## src/hw/apf_defs.vh

```
// constants for the amplifier protection and fault logic
// assumes a 10 MHz clock and sensor flags already synchronised to it
// Functional notes
// - trim resistor code picks mode and trip level
// - out-of-range resistor gives lowest trip level
// - limiting flips half bridge until next frame
// - overload count up per overcurrent cycle, down per clean frame
// - count at maximum latches channel high impedance
// - latched mode trips on first overcurrent
// - clipping or limiting injects pulse every fourth frame
// - clip pulses drive warning output, self clearing
// - bridged imbalance drives count to maximum, shutdown
// - pin-short check only at supply start-up
// - two step check, hold high impedance on short
// - fault low, reset ignored during pin-short check
// - pin-short check skipped in single-ended mode
// - thermal warning drives warning output low
// - thermal shutdown latches global high impedance, fault
// - undervoltage forces high impedance and fault, self clearing
// - global fault latched until reset toggled
// - channel fault stops only its channel, all four in parallel-bridged mode
// - reset low forces fault output inactive
// - fault and warning are active-low open drain
// - reset low ramps down then high impedance
`ifndef APF_DEFS_VH
`define APF_DEFS_VH

// -----------------------------------------------------------------
// trip-set resistor codes (4 bits: 0..3 limiting, 4..7 latched)
// -----------------------------------------------------------------
`define APF_TRIM_W 4
`define APF_TRIM_CB_LO 4'h0
`define APF_TRIM_CB_HI 4'h3
`define APF_TRIM_LT_LO 4'h4
`define APF_TRIM_LT_HI 4'h7
`define APF_LEVEL_LOWEST 2'h3

// -----------------------------------------------------------------
// timing
// -----------------------------------------------------------------
`define APF_CLK_HZ 10000000
`define APF_CLIP_PULSE_NS 500
`define APF_CLIP_PULSE_CYC ((`APF_CLIP_PULSE_NS * (`APF_CLK_HZ / 1000000) + 999) / 1000)
`define APF_RAMP_CYC 16
`define APF_OVL_MAX 15
`define APF_INJECT_PERIOD 4

`endif

```

## src/hw/apf_fault_logic.v

```verilog
// protection and fault handling for a four half-bridge class-D stage
// assumes all sensor flags are synchronous to clk; frameStart marks PWM frames
`include "apf_defs.vh"
module apf_fault_logic #(
    parameter OVL_MAX = `APF_OVL_MAX,
    parameter RAMP_CYC = `APF_RAMP_CYC
) (
    input wire clk,
    input wire reset,
    input wire resetInN,
    input wire frameStart,
    input wire [3:0] pwmIn,
    input wire [3:0] trimCode,
    input wire [3:0] overcurrent,
    input wire [1:0] imbalance,
    input wire singleEndedMode,
    input wire parallelBridgedMode,
    input wire supplyStartup,
    input wire shortToGround,
    input wire shortToSupply,
    input wire clipping,
    input wire thermalWarning,
    input wire thermalShutdown,
    input wire undervoltageGuard,
    output reg [3:0] gateOut,
    output reg [3:0] bridgeEnable,
    output wire latchedMode,
    output wire [1:0] tripLevel,
    output wire faultOut,
    output wire faultOe,
    output wire clipHeatWarnOut,
    output wire clipHeatWarnOe,
    output wire checkBusy
);
    // -----------------------------------------------------------------
    // resistor decode
    // -----------------------------------------------------------------
    function [2:0] decodeTrim;
        input [3:0] code;
        begin
            if (code <= `APF_TRIM_CB_HI)
                decodeTrim = {1'b0, code[1:0]};
            else if (code <= `APF_TRIM_LT_HI)
                decodeTrim = {1'b1, code[1:0]};
            else
                decodeTrim = {1'b0, `APF_LEVEL_LOWEST};
        end
    endfunction

    wire [2:0] trimDec = decodeTrim(trimCode);
    assign latchedMode = trimDec[2];
    assign tripLevel = trimDec[1:0];

    // -----------------------------------------------------------------
    // pin-short check state machine
    // -----------------------------------------------------------------
    localparam PS_IDLE = 2'h0;
    localparam PS_GND = 2'h1;
    localparam PS_SUP = 2'h2;
    localparam PS_DONE = 2'h3;
    reg [1:0] psState_r;
    reg [1:0] psState_nxt;

    always @* begin
        psState_nxt = psState_r;
        case (psState_r)
            PS_IDLE: begin
                // only supply start-up launches it, never the reset pin
                if (supplyStartup)
                    psState_nxt = singleEndedMode ? PS_DONE : PS_GND;
            end
            PS_GND: begin
                if (!shortToGround)
                    psState_nxt = PS_SUP;
            end
            PS_SUP: begin
                if (shortToGround)
                    psState_nxt = PS_GND;
                else if (!shortToSupply)
                    psState_nxt = PS_DONE;
            end
            PS_DONE: psState_nxt = PS_DONE;
            default: psState_nxt = PS_IDLE;
        endcase
    end

    always @(posedge clk) begin
        if (reset)
            psState_r <= PS_IDLE;
        else
            psState_r <= psState_nxt;
    end

    wire checking = (psState_r == PS_GND) || (psState_r == PS_SUP);
    wire started = (psState_r == PS_DONE);
    assign checkBusy = checking;

    // -----------------------------------------------------------------
    // reset pin edge, global latch, ramp-down
    // -----------------------------------------------------------------
    reg resetInPrev_r;
    reg thermalLatch_r;
    reg [7:0] rampCnt_r;
    wire resetHeld = !resetInN && !checking;
    wire resetRise = resetInN && !resetInPrev_r && !checking;

    always @(posedge clk) begin
        if (reset) begin
            resetInPrev_r <= 1'b1;
            thermalLatch_r <= 1'b0;
            rampCnt_r <= 8'h00;
        end else begin
            if (!checking)
                resetInPrev_r <= resetInN;
            if (thermalShutdown)
                thermalLatch_r <= 1'b1;
            else if (resetRise)
                thermalLatch_r <= 1'b0;
            if (!resetHeld)
                rampCnt_r <= 8'h00;
            else if (rampCnt_r != RAMP_CYC[7:0])
                rampCnt_r <= rampCnt_r + 8'h01;
        end
    end

    wire rampDone = resetHeld && (rampCnt_r == RAMP_CYC[7:0]);
    wire globalOff = thermalLatch_r || undervoltageGuard || !started || checking || rampDone;

    // -----------------------------------------------------------------
    // half bridges and channel grouping
    // -----------------------------------------------------------------
    wire [3:0] flip;
    wire [3:0] tripped;
    wire dcOn = !singleEndedMode;

    genvar g;
    generate
        for (g = 0; g < 4; g = g + 1) begin : hb
            apf_half_bridge #(
                .OVL_MAX(OVL_MAX),
                .CW(8)
            ) u_hb (
                .clk(clk),
                .reset(reset),
                .frameStart(frameStart),
                .overcurrent(overcurrent[g] && started),
                .imbalance(imbalance[g/2] && started),
                .latchedMode(latchedMode),
                .dcCheckOn(dcOn),
                .clearTrip(resetRise),
                .flip_r(flip[g]),
                .tripped_r(tripped[g]),
                .count_r()
            );
        end
    endgenerate

    // a trip takes its full bridge, or all four in parallel-bridged mode
    wire [1:0] chanTrip = {tripped[3] | tripped[2], tripped[1] | tripped[0]};
    wire allTrip = parallelBridgedMode && (|chanTrip);
    wire [3:0] chanOff = {{2{chanTrip[1] | allTrip}}, {2{chanTrip[0] | allTrip}}};

    // -----------------------------------------------------------------
    // pulse injector: every fourth frame while saturated
    // -----------------------------------------------------------------
    reg [1:0] frameCnt_r;
    reg injecting_r;
    wire saturated = clipping || (|flip);

    always @(posedge clk) begin
        if (reset) begin
            frameCnt_r <= 2'h0;
            injecting_r <= 1'b0;
        end else if (frameStart) begin
            frameCnt_r <= frameCnt_r + 2'h1;
            injecting_r <= saturated && (frameCnt_r == 2'h3);
        end else begin
            injecting_r <= 1'b0;
        end
    end

    always @(posedge clk) begin
        if (reset) begin
            gateOut <= 4'h0;
            bridgeEnable <= 4'h0;
        end else begin
            bridgeEnable <= ~({4{globalOff}} | chanOff);
            gateOut <= ((pwmIn ^ flip) | {4{injecting_r}}) & ~({4{globalOff}} | chanOff);
        end
    end

    // -----------------------------------------------------------------
    // clip pulse stretch and open-drain indications
    // -----------------------------------------------------------------
    reg [3:0] clipCnt_r;
    localparam [31:0] CLIP_LOAD = `APF_CLIP_PULSE_CYC;
    always @(posedge clk) begin
        if (reset)
            clipCnt_r <= 4'h0;
        else if (clipping)
            clipCnt_r <= CLIP_LOAD[3:0];
        else if (clipCnt_r != 4'h0)
            clipCnt_r <= clipCnt_r - 4'h1;
    end

    reg faultLow_r;
    reg warnLow_r;
    always @(posedge clk) begin
        if (reset) begin
            faultLow_r <= 1'b0;
            warnLow_r <= 1'b0;
        end else begin
            faultLow_r <= checking || (!resetHeld && (globalOff || (|tripped)));
            warnLow_r <= thermalWarning || (clipCnt_r != 4'h0);
        end
    end

    // open drain: drive low only
    assign faultOut = 1'b0;
    assign faultOe = faultLow_r;
    assign clipHeatWarnOut = 1'b0;
    assign clipHeatWarnOe = warnLow_r;
endmodule

```

## src/hw/apf_half_bridge.v

```verilog
// one half bridge: current limiting flip, overload counter and latch
// assumes frameStart is a one-cycle pulse at each PWM frame begin
module apf_half_bridge #(
    parameter OVL_MAX = 15,
    parameter CW = 8
) (
    input wire clk,
    input wire reset,
    input wire frameStart,
    input wire overcurrent,
    input wire imbalance,
    input wire latchedMode,
    input wire dcCheckOn,
    input wire clearTrip,
    output reg flip_r,
    output reg tripped_r,
    output reg [CW-1:0] count_r
);
    reg ocSeen_r;
    reg [CW-1:0] count_nxt;
    wire [CW-1:0] maxVal = OVL_MAX[CW-1:0];

    always @* begin
        count_nxt = count_r;
        if (overcurrent && !latchedMode && count_r != maxVal)
            count_nxt = count_r + {{(CW-1){1'b0}}, 1'b1};
        else if (imbalance && dcCheckOn && count_r != maxVal)
            count_nxt = count_r + {{(CW-1){1'b0}}, 1'b1};
        else if (frameStart && !ocSeen_r && count_r != {CW{1'b0}})
            count_nxt = count_r - {{(CW-1){1'b0}}, 1'b1};
    end

    always @(posedge clk) begin
        if (reset) begin
            flip_r <= 1'b0;
            tripped_r <= 1'b0;
            count_r <= {CW{1'b0}};
            ocSeen_r <= 1'b0;
        end else begin
            // flip cancelled at frame begin unless a new event lands then
            if (overcurrent && !latchedMode)
                flip_r <= 1'b1;
            else if (frameStart)
                flip_r <= 1'b0;
            if (overcurrent)
                ocSeen_r <= 1'b1;
            else if (frameStart)
                ocSeen_r <= 1'b0;
            if (clearTrip) begin
                count_r <= {CW{1'b0}};
                // a latched-mode trip landing on the release edge must not be lost
                tripped_r <= overcurrent && latchedMode;
            end else begin
                count_r <= count_nxt;
                if ((overcurrent && latchedMode) || count_nxt == maxVal)
                    tripped_r <= 1'b1;
            end
        end
    end
endmodule

```

## config.mk

```make
export PLATFORM = sky130hd
export DESIGN_NAME = apf_fault_logic
export DESIGN_NICKNAME = d
export VERILOG_FILES = /design/src/hw/apf_fault_logic.v /design/src/hw/apf_half_bridge.v
export VERILOG_INCLUDE_DIRS = /design/src /design/src/hw
export SDC_FILE = /design/constraint.sdc
export NUM_CORES = 1
export LEC_CHECK = 0
export BUFFER_PORTS_ARGS = -buffer_cell sky130_fd_sc_hd__buf_2
export CAP_MARGIN = 20
export CORE_ASPECT_RATIO = 1.25
export CORE_MARGIN = 1.5
export CORE_UTILIZATION = 45
export DETAILED_ROUTE_END_ITERATION = 6
export GPL_TIMING_DRIVEN = 0
export PLACE_DENSITY_LB_ADDON = 0.25
export SLEW_MARGIN = 20
export SYNTH_ARGS = -nofsm -noshare
export SYNTH_HDL_FRONTEND = slang
export SYNTH_SLANG_ARGS = --single-unit
```

## constraint.sdc

```tcl
create_clock -name clk -period 3.5 [get_ports clk]
set_input_delay 0.35 -clock clk [delete_from_list [all_inputs] [get_ports clk]]
set_output_delay 0.35 -clock clk [all_outputs]
set_load 0.03 [all_outputs]
```

# Word level (Yosys, flattened, before mapping)
# Index checks and enable logic that the tools add are counted.
[totals]
latch_bits = 0
elab_cells = 201
memories = 0
register_bits = 73
inputBits = 27
output_inout_bits = 16
ramBits = 0
rom_bits = 0
[op_classes]
n_reduce_logical = 91
n_lt_le_gt_ge = 2
n_eq_ne = 17
n_bitwise = 11
div = 0
shifts = 0
n_mul = 0
mux = 41
add_sub_neg = 11
[op_table]
columns = ["op", "n"]
rows = [
  ["$mux W8", 12],
  ["$add A8 B1 Y8 const B", 5],
  ["$logic_and A1 B1 Y1", 39],
  ["$eq A8 B4 Y1 const B", 4],
  ["$ne A8 B4 Y1 const B", 4],
  ["$reduce_bool A8 Y1", 4],
  ["$sub A8 B1 Y8 const B", 4],
  ["$reduce_bool A2 Y1", 14],
  ["$mux W1", 19],
  ["$logic_or A1 B1 Y1", 13],
  ["$mux W3", 4],
  ["$logic_not A1 Y1", 11],
  ["$mux W2", 5],
  ["$reduce_or A2 Y1", 5],
  ["$eq A8 B5 Y1 const B", 1],
  ["$ne A8 B5 Y1 const B", 1],
  ["$or A4 B4 Y4", 2],
  ["$pmux W2 S4", 1],
  ["$reduce_or A4 Y1", 2],
  ["$eq A2 B2 Y1 const B", 3],
  ["$and A4 B4 Y4", 1],
  ["$le A4 B2 Y1 const B", 1],
  ["$le A4 B3 Y1 const B", 1],
  ["$ne A2 B2 Y1 const B", 2],
  ["other kinds (11)", 15],
]

# Logic depth before layout (Yosys ltp)
# Gate-level depths: netlist (run 1).
[depth]
ltp_word = 11
mapped_depth = 10

# Hierarchy
# Synthesis (run 1) repeated with hierarchy kept, for this count alone.
[hier_totals]
cells_unflattened = 538
hier_area_um2 = 4489.3
[by_module_without_submodules]
columns = ["module", "cells_per_inst", "area_each_um2", "instances", "seq_area_each_um2"]
rows = [
  ["apf_half_bridge (hb[0].u_hb ...)", 94, 765.7, 3, 220.2],
  ["apf_fault_logic", 156, 1372.6, 1, 540.5],
  ["apf_half_bridge (hb[3].u_hb)", 100, 819.5, 1, 220.2],
]

# Least setup slack after synthesis (run 1)
# Ideal clock, no wire load.
[synth_path]
kind = "register -> register"
from = "register psState_r[0]"
to = "register hb[1].u_hb.tripped_r"
period_less_slack_ps = 2137
arrival_ps = 2078
path_slack_ps = 1363
path_buffers = 1
required_time_ps = 3441
stages_incl_launch_ff = 10
path_cell_list = "dfxtp_1 ha_1 buf_2 and3b_1 a31oi_1 o2111ai_1 o31ai_2 xor2_1 nor4_1 a31o_1"
[synth_between]
elab_chain_cells = 9
[synth_rtl]
columns = ["element", "line", "rtl"]
rows = [
  ["start: declaration", "apf_fault_logic.v:61", "reg [1:0] psState_r;"],
  ["start signal: assignment", "apf_fault_logic.v:91", "psState_r <= psState_nxt;"],
  ["$eq A2 B2 Y1", "apf_fault_logic.v:95", "wire started = (psState_r == PS_DONE);"],
  ["$logic_and A1 B1 Y1", "apf_fault_logic.v:147", ".imbalance(imbalance[g/2] && started),"],
  ["$logic_and A1 B1 Y1 (2 in a row)", "apf_half_bridge.v:27", "else if (imbalance && dcCheckOn && count_r != maxVal)"],
  ["$mux W8", "apf_half_bridge.v:27", ""],
  ["$mux W8", "apf_half_bridge.v:25", "if (overcurrent && !latchedMode && count_r != maxVal)"],
  ["$eq A8 B4 Y1", "apf_half_bridge.v:55", "if ((overcurrent && latchedMode) || count_nxt == maxVal)"],
  ["$logic_or A1 B1 Y1", "apf_half_bridge.v:55", ""],
  ["$reduce_bool A2 Y1 (no line)", "n/a", ""],
  ["end signal: assignment", "apf_half_bridge.v:52", "tripped_r <= overcurrent && latchedMode;"],
  ["end: declaration", "apf_half_bridge.v:16", "output reg tripped_r,"],
]
# Several ways; a longest one is shown, not always the timed one.
# A chain may end at the register's enable or synchronous reset.

# Final worst setup path (run 1)
[layout_path]
from = "register psState_r[0]"
to = "register hb[3].u_hb.count_r[6]"
[layout_between]
elab_chain_cells = 6
[layout_rtl]
columns = ["element", "line", "rtl"]
rows = [
  ["$eq A2 B2 Y1", "apf_fault_logic.v:95", ""],
  ["$logic_and A1 B1 Y1", "apf_fault_logic.v:147", ""],
  ["$logic_and A1 B1 Y1 (2 in a row)", "apf_half_bridge.v:27", ""],
  ["$mux W8", "apf_half_bridge.v:27", ""],
  ["$mux W8", "apf_half_bridge.v:25", ""],
  ["end signal: assignment", "apf_half_bridge.v:37", "count_r <= {CW{1'b0}};"],
  ["end signal: assignment", "apf_half_bridge.v:50", "count_r <= {CW{1'b0}};"],
  ["end signal: assignment", "apf_half_bridge.v:54", "count_r <= count_nxt;"],
  ["end: declaration", "apf_half_bridge.v:17", "output reg [CW-1:0] count_r"],
]
# Several ways; a longest one is shown, not always the timed one.

==> summary.md, run 1 <==
The run gives 9900 um as the overall routed net length. Total power per unit cell area: 804 mW/mm2. Across the VDD grid, the largest voltage drop is 0.311 mV. The tools report the root buffer selected by CTS as sky130_fd_sc_hd__clkbuf_16. The overall via count from detail_route was 3723; the number of global-route vias before repair was 3599. The static leakage is 2.02 nW, and the vertical die dimension is 111 um. The number of hold buffers added after CTS was 0. The clock network burns 23.6% of the power. The switching share of power is 40.0%. Entering global routing, the biggest net connects 12 pins. Of all flip-flops after synthesis, the portion carrying an async set or reset was 0%.

The flow ran to the end, and the final reports show no timing, DRC or antenna violations. For the number of clock buffers inserted by TritonCTS, the log shows 9. The hold violation count in the final report is 0.

The global routing usage summed across all routing layers came out at 21.6%. The dominant synthesized flop cell was sky130_fd_sc_hd__dfxtp_1. The path with the worst hold slack has its endpoint at clipHeatWarnOe$_SDFF_PP0_. For flop-to-flop paths, the worst setup slack is 0.78 ns.

The tools report the quantity of gates resized following cts as 0. Of all nets on the critical path, the largest fanout is 10. The sequential cell fraction of total power is 31.2%, and the DRC marker count from the first detailed-route iteration is 177. Kind of start point of the critical path: a register. For this run, design rule violations remaining after detail routing come to 0. Clock-pin slew was measured on the worst setup and hold paths at 0.06 ns. At the worst endpoint, the arrival time is 2.92 ns. The first global-routing pass estimated 16600 um of wire.

The worst hold-check path type is in2reg. In this run, synthesis produced a sequential element count of 71. For the number of antenna violations at the first check in global routing, the log shows 0. After detailed placement, the design holds a cell count of 667. In the final timing run, aggregate negative setup slack is 0 ns. The worst register-to-register path has a depth of 8. The endpoint of the most critical register-to-register path was hb[3].u_hb.count_r[6]$_SDFF_PP0_. For this run, the top clock speed supported by timing is 0.367 GHz. Dividing the detail-routed wire length by the instance count gives 14.5 um.

The count of buffers from port buffering came out at 38. Number of buffers between clock root and the deepest sink: 2. The tools report the aggregate global routing overflow as 0.

The worst register-to-register path begins at psState_r[0]$_SDFFE_PP0P_. Filler cell count: 852. Once the floorplan was initialized, standard cells occupied 46.1% of the core.

The combined area of all synthesized cells came out at 0.00420 mm2. The tools report the distinct cell type count after synthesis as 73. Nature of the critical path endpoint: a register. The clock arrives with 0.00678 ns of skew. The worst endpoint required time came out at 3.70 ns. Clock tree synthesis found a total of 71 sinks. The area growth from synthesis to layout was 15.4%; the last weighted congestion value of the routability-driven placer was 0.857. For the HPWL after detailed placement, the log shows 7320 um. The logs give 505 for the gate count after technology mapping and 0.00913 mm2 for the core outline area.

The final critical path takes up 77.8% of the cycle. The net switching power is 1.56 mW, and the area enclosed by the die boundary is 0.00993 mm2. The later pin in the worst-skew pair is clocked with a latency of 0.34 ns. The worst hold path passes through 3 cells. The setup path with the least slack is of type reg2reg. At the placement stage, the worst setup path has a slack of 0.765 ns. The global routing met3 resource utilization is 4.84%, and the number of warnings reported in the yosys synthesis log is 0.

The sequential area share after synthesis is 33.8%. After detailed routing, the number of vias per cell comes to 5.46. Internal cell power: 2.34 mW. The tools report the count of antenna-violating nets left after detailed routing as 0. The horizontal die dimension is 89.5 um, and the final-stage net count is 603. The run gives 24.8% as the routing usage on met1.

Met2 track utilization from global routing: 36.8%. The worst max-slew margin expressed relative to the limit is 58.8%, and the H-tree depth is 3. Each instance of the synthesized netlist takes up on average 8.32 um2.

Setup repair after global routing left no endpoint under its margin. The share of total power in combinational logic is 45.2%, and the shortest clock period the worst path allows after layout is 2.72 ns. Source of the worst hold timing path: thermalWarning. Count of max-cap constraint violations: 0. TritonCTS built the clock tree. The cell row count is 39, and the count of endpoints failing setup in the final report is 0. After layout, the worst setup slack is 0.777 ns. For the top-level I/O count, the log shows 43.

Once layout is complete, the cells apart from fillers number 682. At the pin with the least slew margin, the transition time is 0.618 ns. The most utilized layer in the global route result was met2. The pre-antenna-repair detailed-routing pass consisted of 5 iterations. The share of layout cells above drive strength 1 is 15.7%. For the count of pins over their slew limit, the log shows 0. The number of synthesized flops with an enable pin was 0. The logs give 0 for the post-CTS setup-driven buffer insertion count and 0 for the diode insertion count for antenna repair.
-- cells in the mapped netlist (5+ instances only) --
cell	number	area (um2)
sky130_fd_sc_hd__clkbuf_1	8	30.0
sky130_fd_sc_hd__xor2_1	21	184
sky130_fd_sc_hd__a21oi_1	31	155
sky130_fd_sc_hd__nor2b_1	11	68.8
sky130_fd_sc_hd__nor2_1	85	319
sky130_fd_sc_hd__dfxtp_1	71	1420
sky130_fd_sc_hd__nor4_1	5	31.3
sky130_fd_sc_hd__nand2_1	36	135
sky130_fd_sc_hd__a211oi_1	7	52.6
sky130_fd_sc_hd__o21a_1	6	45.0
sky130_fd_sc_hd__xnor2_1	15	131
sky130_fd_sc_hd__nand2b_1	7	43.8
sky130_fd_sc_hd__and3_1	9	56.3
sky130_fd_sc_hd__buf_4	5	37.5
sky130_fd_sc_hd__nand3_1	17	85.1
sky130_fd_sc_hd__mux2i_1	7	70.1
sky130_fd_sc_hd__nand4_1	6	37.5
sky130_fd_sc_hd__or3_1	8	50.1
sky130_fd_sc_hd__ha_1	21	263
sky130_fd_sc_hd__o21ai_0	6	30.0
sky130_fd_sc_hd__nor3_1	14	70.1
sky130_fd_sc_hd__inv_1	18	67.6
-- layout by cell type, fill, tap and decap left out, drive strengths merged, types with 5 or more instances in the layout --
master,n
buf,52
a21oi,33
xnor2,15
nor4,9
nand2b,7
nor3,15
a211oi,9
inv,19
dfxtp,71
o21ai,8
nand3,17
clkbuf,20
nand4,6
xor2,21
nor2,86
and3,9
nand2,37
or2,5
nor2b,11
o21a,6
ha,21
mux2i,7
or3,8
a31oi,5
-- power groups by stage --
| stage | Clock (mW) | Combinational, mW | Sequential (mW) |
|---|---|---|---|
| after floorplan | 0 | 1.41 | 1.19 |
| after detailed placement | 0 | 1.73 | 1.23 |
| after CTS | 0.937 | 1.76 | 1.21 |
| after global placement | 0 | 1.69 | 1.22 |
| after global routing | 0.981 | 1.97 | 1.25 |
| final | 0.921 | 1.76 | 1.22 |
-- worst max path at each step --
stage	start	to	slack, ns	depth (start not counted)
floorplan	psState_r[0]$_SDFFE_PP0P_	hb[1].u_hb.tripped_r$_SDFFE_PP0P_	1.36	9
global placement	psState_r[0]$_SDFFE_PP0P_	hb[3].u_hb.count_r[6]$_SDFF_PP0_	0.76	8
detailed placement	psState_r[0]$_SDFFE_PP0P_	hb[2].u_hb.count_r[6]$_SDFF_PP0_	0.76	8
CTS	psState_r[0]$_SDFFE_PP0P_	hb[2].u_hb.count_r[6]$_SDFF_PP0_	0.77	8
global route	psState_r[0]$_SDFFE_PP0P_	hb[1].u_hb.count_r[0]$_SDFF_PP0_	0.59	8
finish	psState_r[0]$_SDFFE_PP0P_	hb[3].u_hb.count_r[6]$_SDFF_PP0_	0.78	8
-- area by class of cell --
type                    instances  area [um2]  share of cell area [%]
clock inverters                 3        42.5                   0.877
plain buffers                  22         135                    2.79
flip-flops and latches         71        1420                    29.3
inverters                      19        73.8                    1.52
well taps                     123         154                    3.17
clock buffers                  12         256                    5.29
repair buffers                 38         190                    3.92
multi-input cells             394        2580                    53.1
-- routing by layer --
| metal | share of wire [%] | vias up |
|---|---|---|
| li1 | - | 1875 |
| met1 | 43 | 1754 |
| met2 | 51 | 81 |
| met3 | 3.9 | 13 |
| met4 | 1.6 | 0 |
| met5 | 0 | - |
-- kinds of logic after synthesis --
kind of cell               after synthesis  synth area share, %
buffers and inverters                   41                 4.97
and+or+nand+nor                        232                 29.0
muxes                                    7                 1.67
xor gates and xnor gates                36                 7.50
AOI/OAI and AO/OA                       96                 16.8
other                                    1               0.0892
adders and majority gates               21                 6.25
DFF                                     71                 33.8
-- through the flow --
stage               area [um2]  power, mW  util (%)  hold slack [ns]
detailed placement        4550       2.96      49.9            0.459
finish                    4850       3.90      53.2            0.241
CTS                       4850       3.91      53.2            0.230
floorplan                 4210       2.59         -            0.426
global route              4850       4.20      53.2            0.261
global placement          4550       2.91      49.9            0.444
-- critical path: stages (launching register included) --
cell and delay (ns):
sky130_fd_sc_hd__dfxtp_1 0.40, sky130_fd_sc_hd__inv_1 0.09, sky130_fd_sc_hd__ha_1 0.40, sky130_fd_sc_hd__nor2_1 0.12, sky130_fd_sc_hd__nand2_1 0.17, sky130_fd_sc_hd__nand2b_1 0.30
sky130_fd_sc_hd__clkbuf_1 0.46, sky130_fd_sc_hd__buf_1 0.54, sky130_fd_sc_hd__nor2_1 0.11
-- registers in the layout, indices dropped and copies added, names as in the netlist --
| signal | count |
|---|---|
| hb.u_hb.count_r | 32 |
| rampCnt_r | 8 |
| clipCnt_r | 4 |
| gateOut | 4 |
| hb.u_hb.flip_r | 4 |
| hb.u_hb.ocSeen_r | 4 |
| hb.u_hb.tripped_r | 4 |
| bridgeEnable | 2 |
| frameCnt_r | 2 |
| psState_r | 2 |
| clipHeatWarnOe | 1 |
| faultOe | 1 |
| injecting_r | 1 |
| resetInPrev_r | 1 |
| thermalLatch_r | 1 |
(Power assumes the default switching activity.)
==> run 2, diff against run 1 <==
==> constraint.sdc (replaced) <==
create_clock -name clk -period 2.3 [get_ports clk]
set_input_delay 0.23 -clock clk [delete_from_list [all_inputs] [get_ports clk]]
set_output_delay 0.23 -clock clk [all_outputs]
set_load 0.03 [all_outputs]
==> summary.md, run 2 (same netlist as run 1, synthesis figures left out) <==
The flow ran to the end, but the final reports show violations. The final reports fail on negative setup slack. Total power per unit cell area: 1220 mW/mm2 (+52%).

The cell row count came out at 39 (unchanged). CTS placed an instance of sky130_fd_sc_hd__clkbuf_16 at the clock tree root. The worst max-slew margin expressed relative to the limit was 61.1% (+2.3 points); the sum of negative setup slack was -0.0149 ns (-0.0149 ns). The run gives 2 (unchanged) as the number of buffers between clock root and the deepest sink.

The hold violation count in the final report came out at 0 (unchanged). The run gives 3.68 mW (+57%) as the internal cell power. The final-stage net count is 610 (+1.2%). For the overall routed net length, the log shows 10300 um (+4.2%). The largest driver fanout on the critical path works out to 7 (-3). The number of antenna violations at the first check in global routing was 0 (unchanged). The tools report the top-level I/O count as 43 (unchanged). HPWL after detailed placement: 7320 um (unchanged). The share of layout cells above drive strength 1 was 21.2% (+5.5 points); the largest net degree at the start of global routing was 12 (unchanged).

The setup slack after layout is -0.0149 ns (-0.791 ns), and the diode insertion count for antenna repair is 0 (unchanged). Static leakage: 2.10 nW (+3.7%). The run gives 47.1% (+1.9 points) as the share of total power in combinational logic.

Vertical die dimension: 111 um (unchanged). The average wire per standard cell was 15.0 um (+3.1%); the worst setup skew after layout was 0.00748 ns (+0.000697 ns). The logs give 2.58 ns (-1.12 ns) for the worst endpoint required time and 0.476 mV (+53%) for the maximum vdd drop. The switching share of power works out to 40.8% (+0.81 points).

Count of endpoints failing setup in the final report: 1 (+1). Last weighted congestion value of the routability-driven placer: 0.857 (unchanged). The detail-routed via count per cell was 5.51 (+0.98%); the residual DRC count was 0 (unchanged). The top cell types in the final layout, fill and taps aside, are 84 x sky130_fd_sc_hd__nor2_1, 66 x sky130_fd_sc_hd__dfxtp_1, 42 x sky130_fd_sc_hd__buf_2. The tools report the DRC marker count from the first detailed-route iteration as 162 (-8.5%). The run gives 16900 um (+1.7%) as the first-pass GRT wire length. Aggregate global routing overflow: 0 (unchanged). The sequential cell fraction of total power was 30.2% (-1.0 points); the core outline area was 0.00913 mm2 (unchanged). The tools report the data arrival time of the critical path as 2.60 ns (-0.32 ns). Ranked by flip-flop count, first place goes to hb.u_hb.count_r. Transition time at the pin with the least slew margin: 0.583 ns (-0.0344 ns). The count of pins over their slew limit is 0 (unchanged), and the portion of the clock cycle consumed by the worst path in the final layout is 101% (+23 points). Number of global-route vias before repair: 3635 (+1.0%). STA classifies the critical path startpoint as a register. The number of flip-flops under the largest register name works out to 32 (unchanged). The total power after layout was 6.21 mW (+59%).

The count of max-cap constraint violations was 0 (unchanged); the clock sink count was 71 (unchanged). The global routing usage summed across all routing layers came out at 22.0% (+0.45 points). In this run the worst hold path is classified as in2reg. The tools report the count of antenna-violating nets left after detailed routing as 0 (unchanged).

The horizontal die dimension is 89.5 um (unchanged), and the number of clock buffers inserted by TritonCTS is 9 (unchanged). The most common cell after layout, fill and taps aside was sky130_fd_sc_hd__nor2_1. Nature of the critical path endpoint: a register.

The largest registers in the layout are hb.u_hb.count_r (32), rampCnt_r (8). The shortest clock period the worst path allows after layout was 2.31 ns (-0.409 ns). The tools report the post-route worst hold slack as 0.116 ns (-0.125 ns).

The clock-pin transition on the worst setup and hold timing paths was 0.05 ns (about the same); the area enclosed by the die boundary was 0.00993 mm2 (unchanged). Number of buffers inserted by hold repair at cts: 0 (unchanged). Setup repair after global routing could not meet its margin everywhere. By startpoint and endpoint, the worst setup path is classified as reg2reg. TritonCTS built the clock tree. From synthesis to final layout, the design area changed by 20.9%.

The initial standard-cell utilization of the core is 46.1% (unchanged), and the proportion of power drawn by the clock network is 22.7% (-0.9 points). The number of detailed-routing iterations run before antenna repair was 4 (-1); the count of buffers from port buffering was 38 (unchanged). The H-tree depth is 3 (unchanged), and the insertion delay to the later sink of the worst-skew pair is 0.34 ns (about the same).

The run gives 3798 (+2.0%) as the overall via count from detail_route. The net switching power came out at 2.53 mW (+62%). The maximum operating frequency came out at 0.432 GHz (+18%).
==> run 2: changes by cell type in the layout (fill, tap and decap cells not counted), sizes merged <==
cell	before	now
buf	52	59
==> run 2: critical path: stages (launching register included) <==
cell                        delay, ns
sky130_fd_sc_hd__dfxtp_4         0.36
sky130_fd_sc_hd__ha_4            0.15
sky130_fd_sc_hd__buf_6           0.13
sky130_fd_sc_hd__and3b_2         0.25
sky130_fd_sc_hd__a31oi_4         0.25
sky130_fd_sc_hd__o2111ai_4       0.17
sky130_fd_sc_hd__o31ai_4         0.29
sky130_fd_sc_hd__xor2_2          0.14
sky130_fd_sc_hd__nor4_4          0.35
sky130_fd_sc_hd__a31o_1          0.18
==> run 2: path summary, 6_finish.rpt <==
path / depth (start not counted) / slack, ns / start / to
setup / recovery: 9 / -0.01 / psState_r[0]$_SDFFE_PP0P_ / hb[1].u_hb.tripped_r$_SDFFE_PP0P_
hold / removal: 3 / 0.12 / thermalWarning / clipHeatWarnOe$_SDFF_PP0_
setup reg to reg: 9 / -0.01 / psState_r[0]$_SDFFE_PP0P_ / hb[1].u_hb.tripped_r$_SDFFE_PP0P_
hold reg to reg: 1 / 0.47 / resetInPrev_r$_SDFFE_PP1N_ / resetInPrev_r$_SDFFE_PP1N_
==> run 2: what timing repair did <==
| action | CTS | global route |
|---|---|---|
| buffers inserted | 1 | 6 |
| resized for setup | 19 | 21 |
| pin swaps | 4 | 12 |
| endpoints found under the setup margin | 24 | 24 |
==> run 2: layout make-up <==
type / count / area (um2)
fill: 831 / 4040
multi-input combinational: 394 / 2740
sequential: 71 / 1430
clock buffer: 12 / 256
timing repair buffer: 45 / 243
tap: 123 / 154
buffer: 22 / 146
inverter: 19 / 73.8
clock inverter: 3 / 42.5
==> run 2: routing by layer <==
| metal | vias to the layer above | part of all wire, % | track usage, % |
|---|---|---|---|
| li1 | 1892 | - | - |
| met1 | 1787 | 42 | 25.3 |
| met2 | 91 | 51 | 36.9 |
| met3 | 28 | 3.9 | 4.91 |
| met4 | 0 | 3.3 | 11.8 |
| met5 | - | 0 | 0 |
==> run 2: power by group through the flow <==
| stage | logic, mW | clock network [mW] | registers, mW |
|---|---|---|---|
| floorplan | 2.14 | 0 | 1.81 |
| global placement | 2.57 | 0 | 1.86 |
| detailed placement | 2.64 | 0 | 1.87 |
| CTS | 2.77 | 1.43 | 1.85 |
| global route | 3.23 | 1.49 | 1.92 |
| finish | 2.92 | 1.41 | 1.88 |
==> run 2: per-stage QoR <==
| stage | cells | area, um2 | worst slack, ns | util (%) |
|---|---|---|---|---|
| finish | 689 | 5080 | -0.0149 | 55.7 |
| global route | 689 | 5080 | -0.101 | 55.7 |
| CTS | 683 | 4950 | 0.00346 | 54.2 |
| detailed placement | 667 | 4550 | -0.435 | 49.9 |
| global placement | 667 | 4550 | -0.442 | 49.9 |
| floorplan | 506 | 4210 | 0.163 | - |
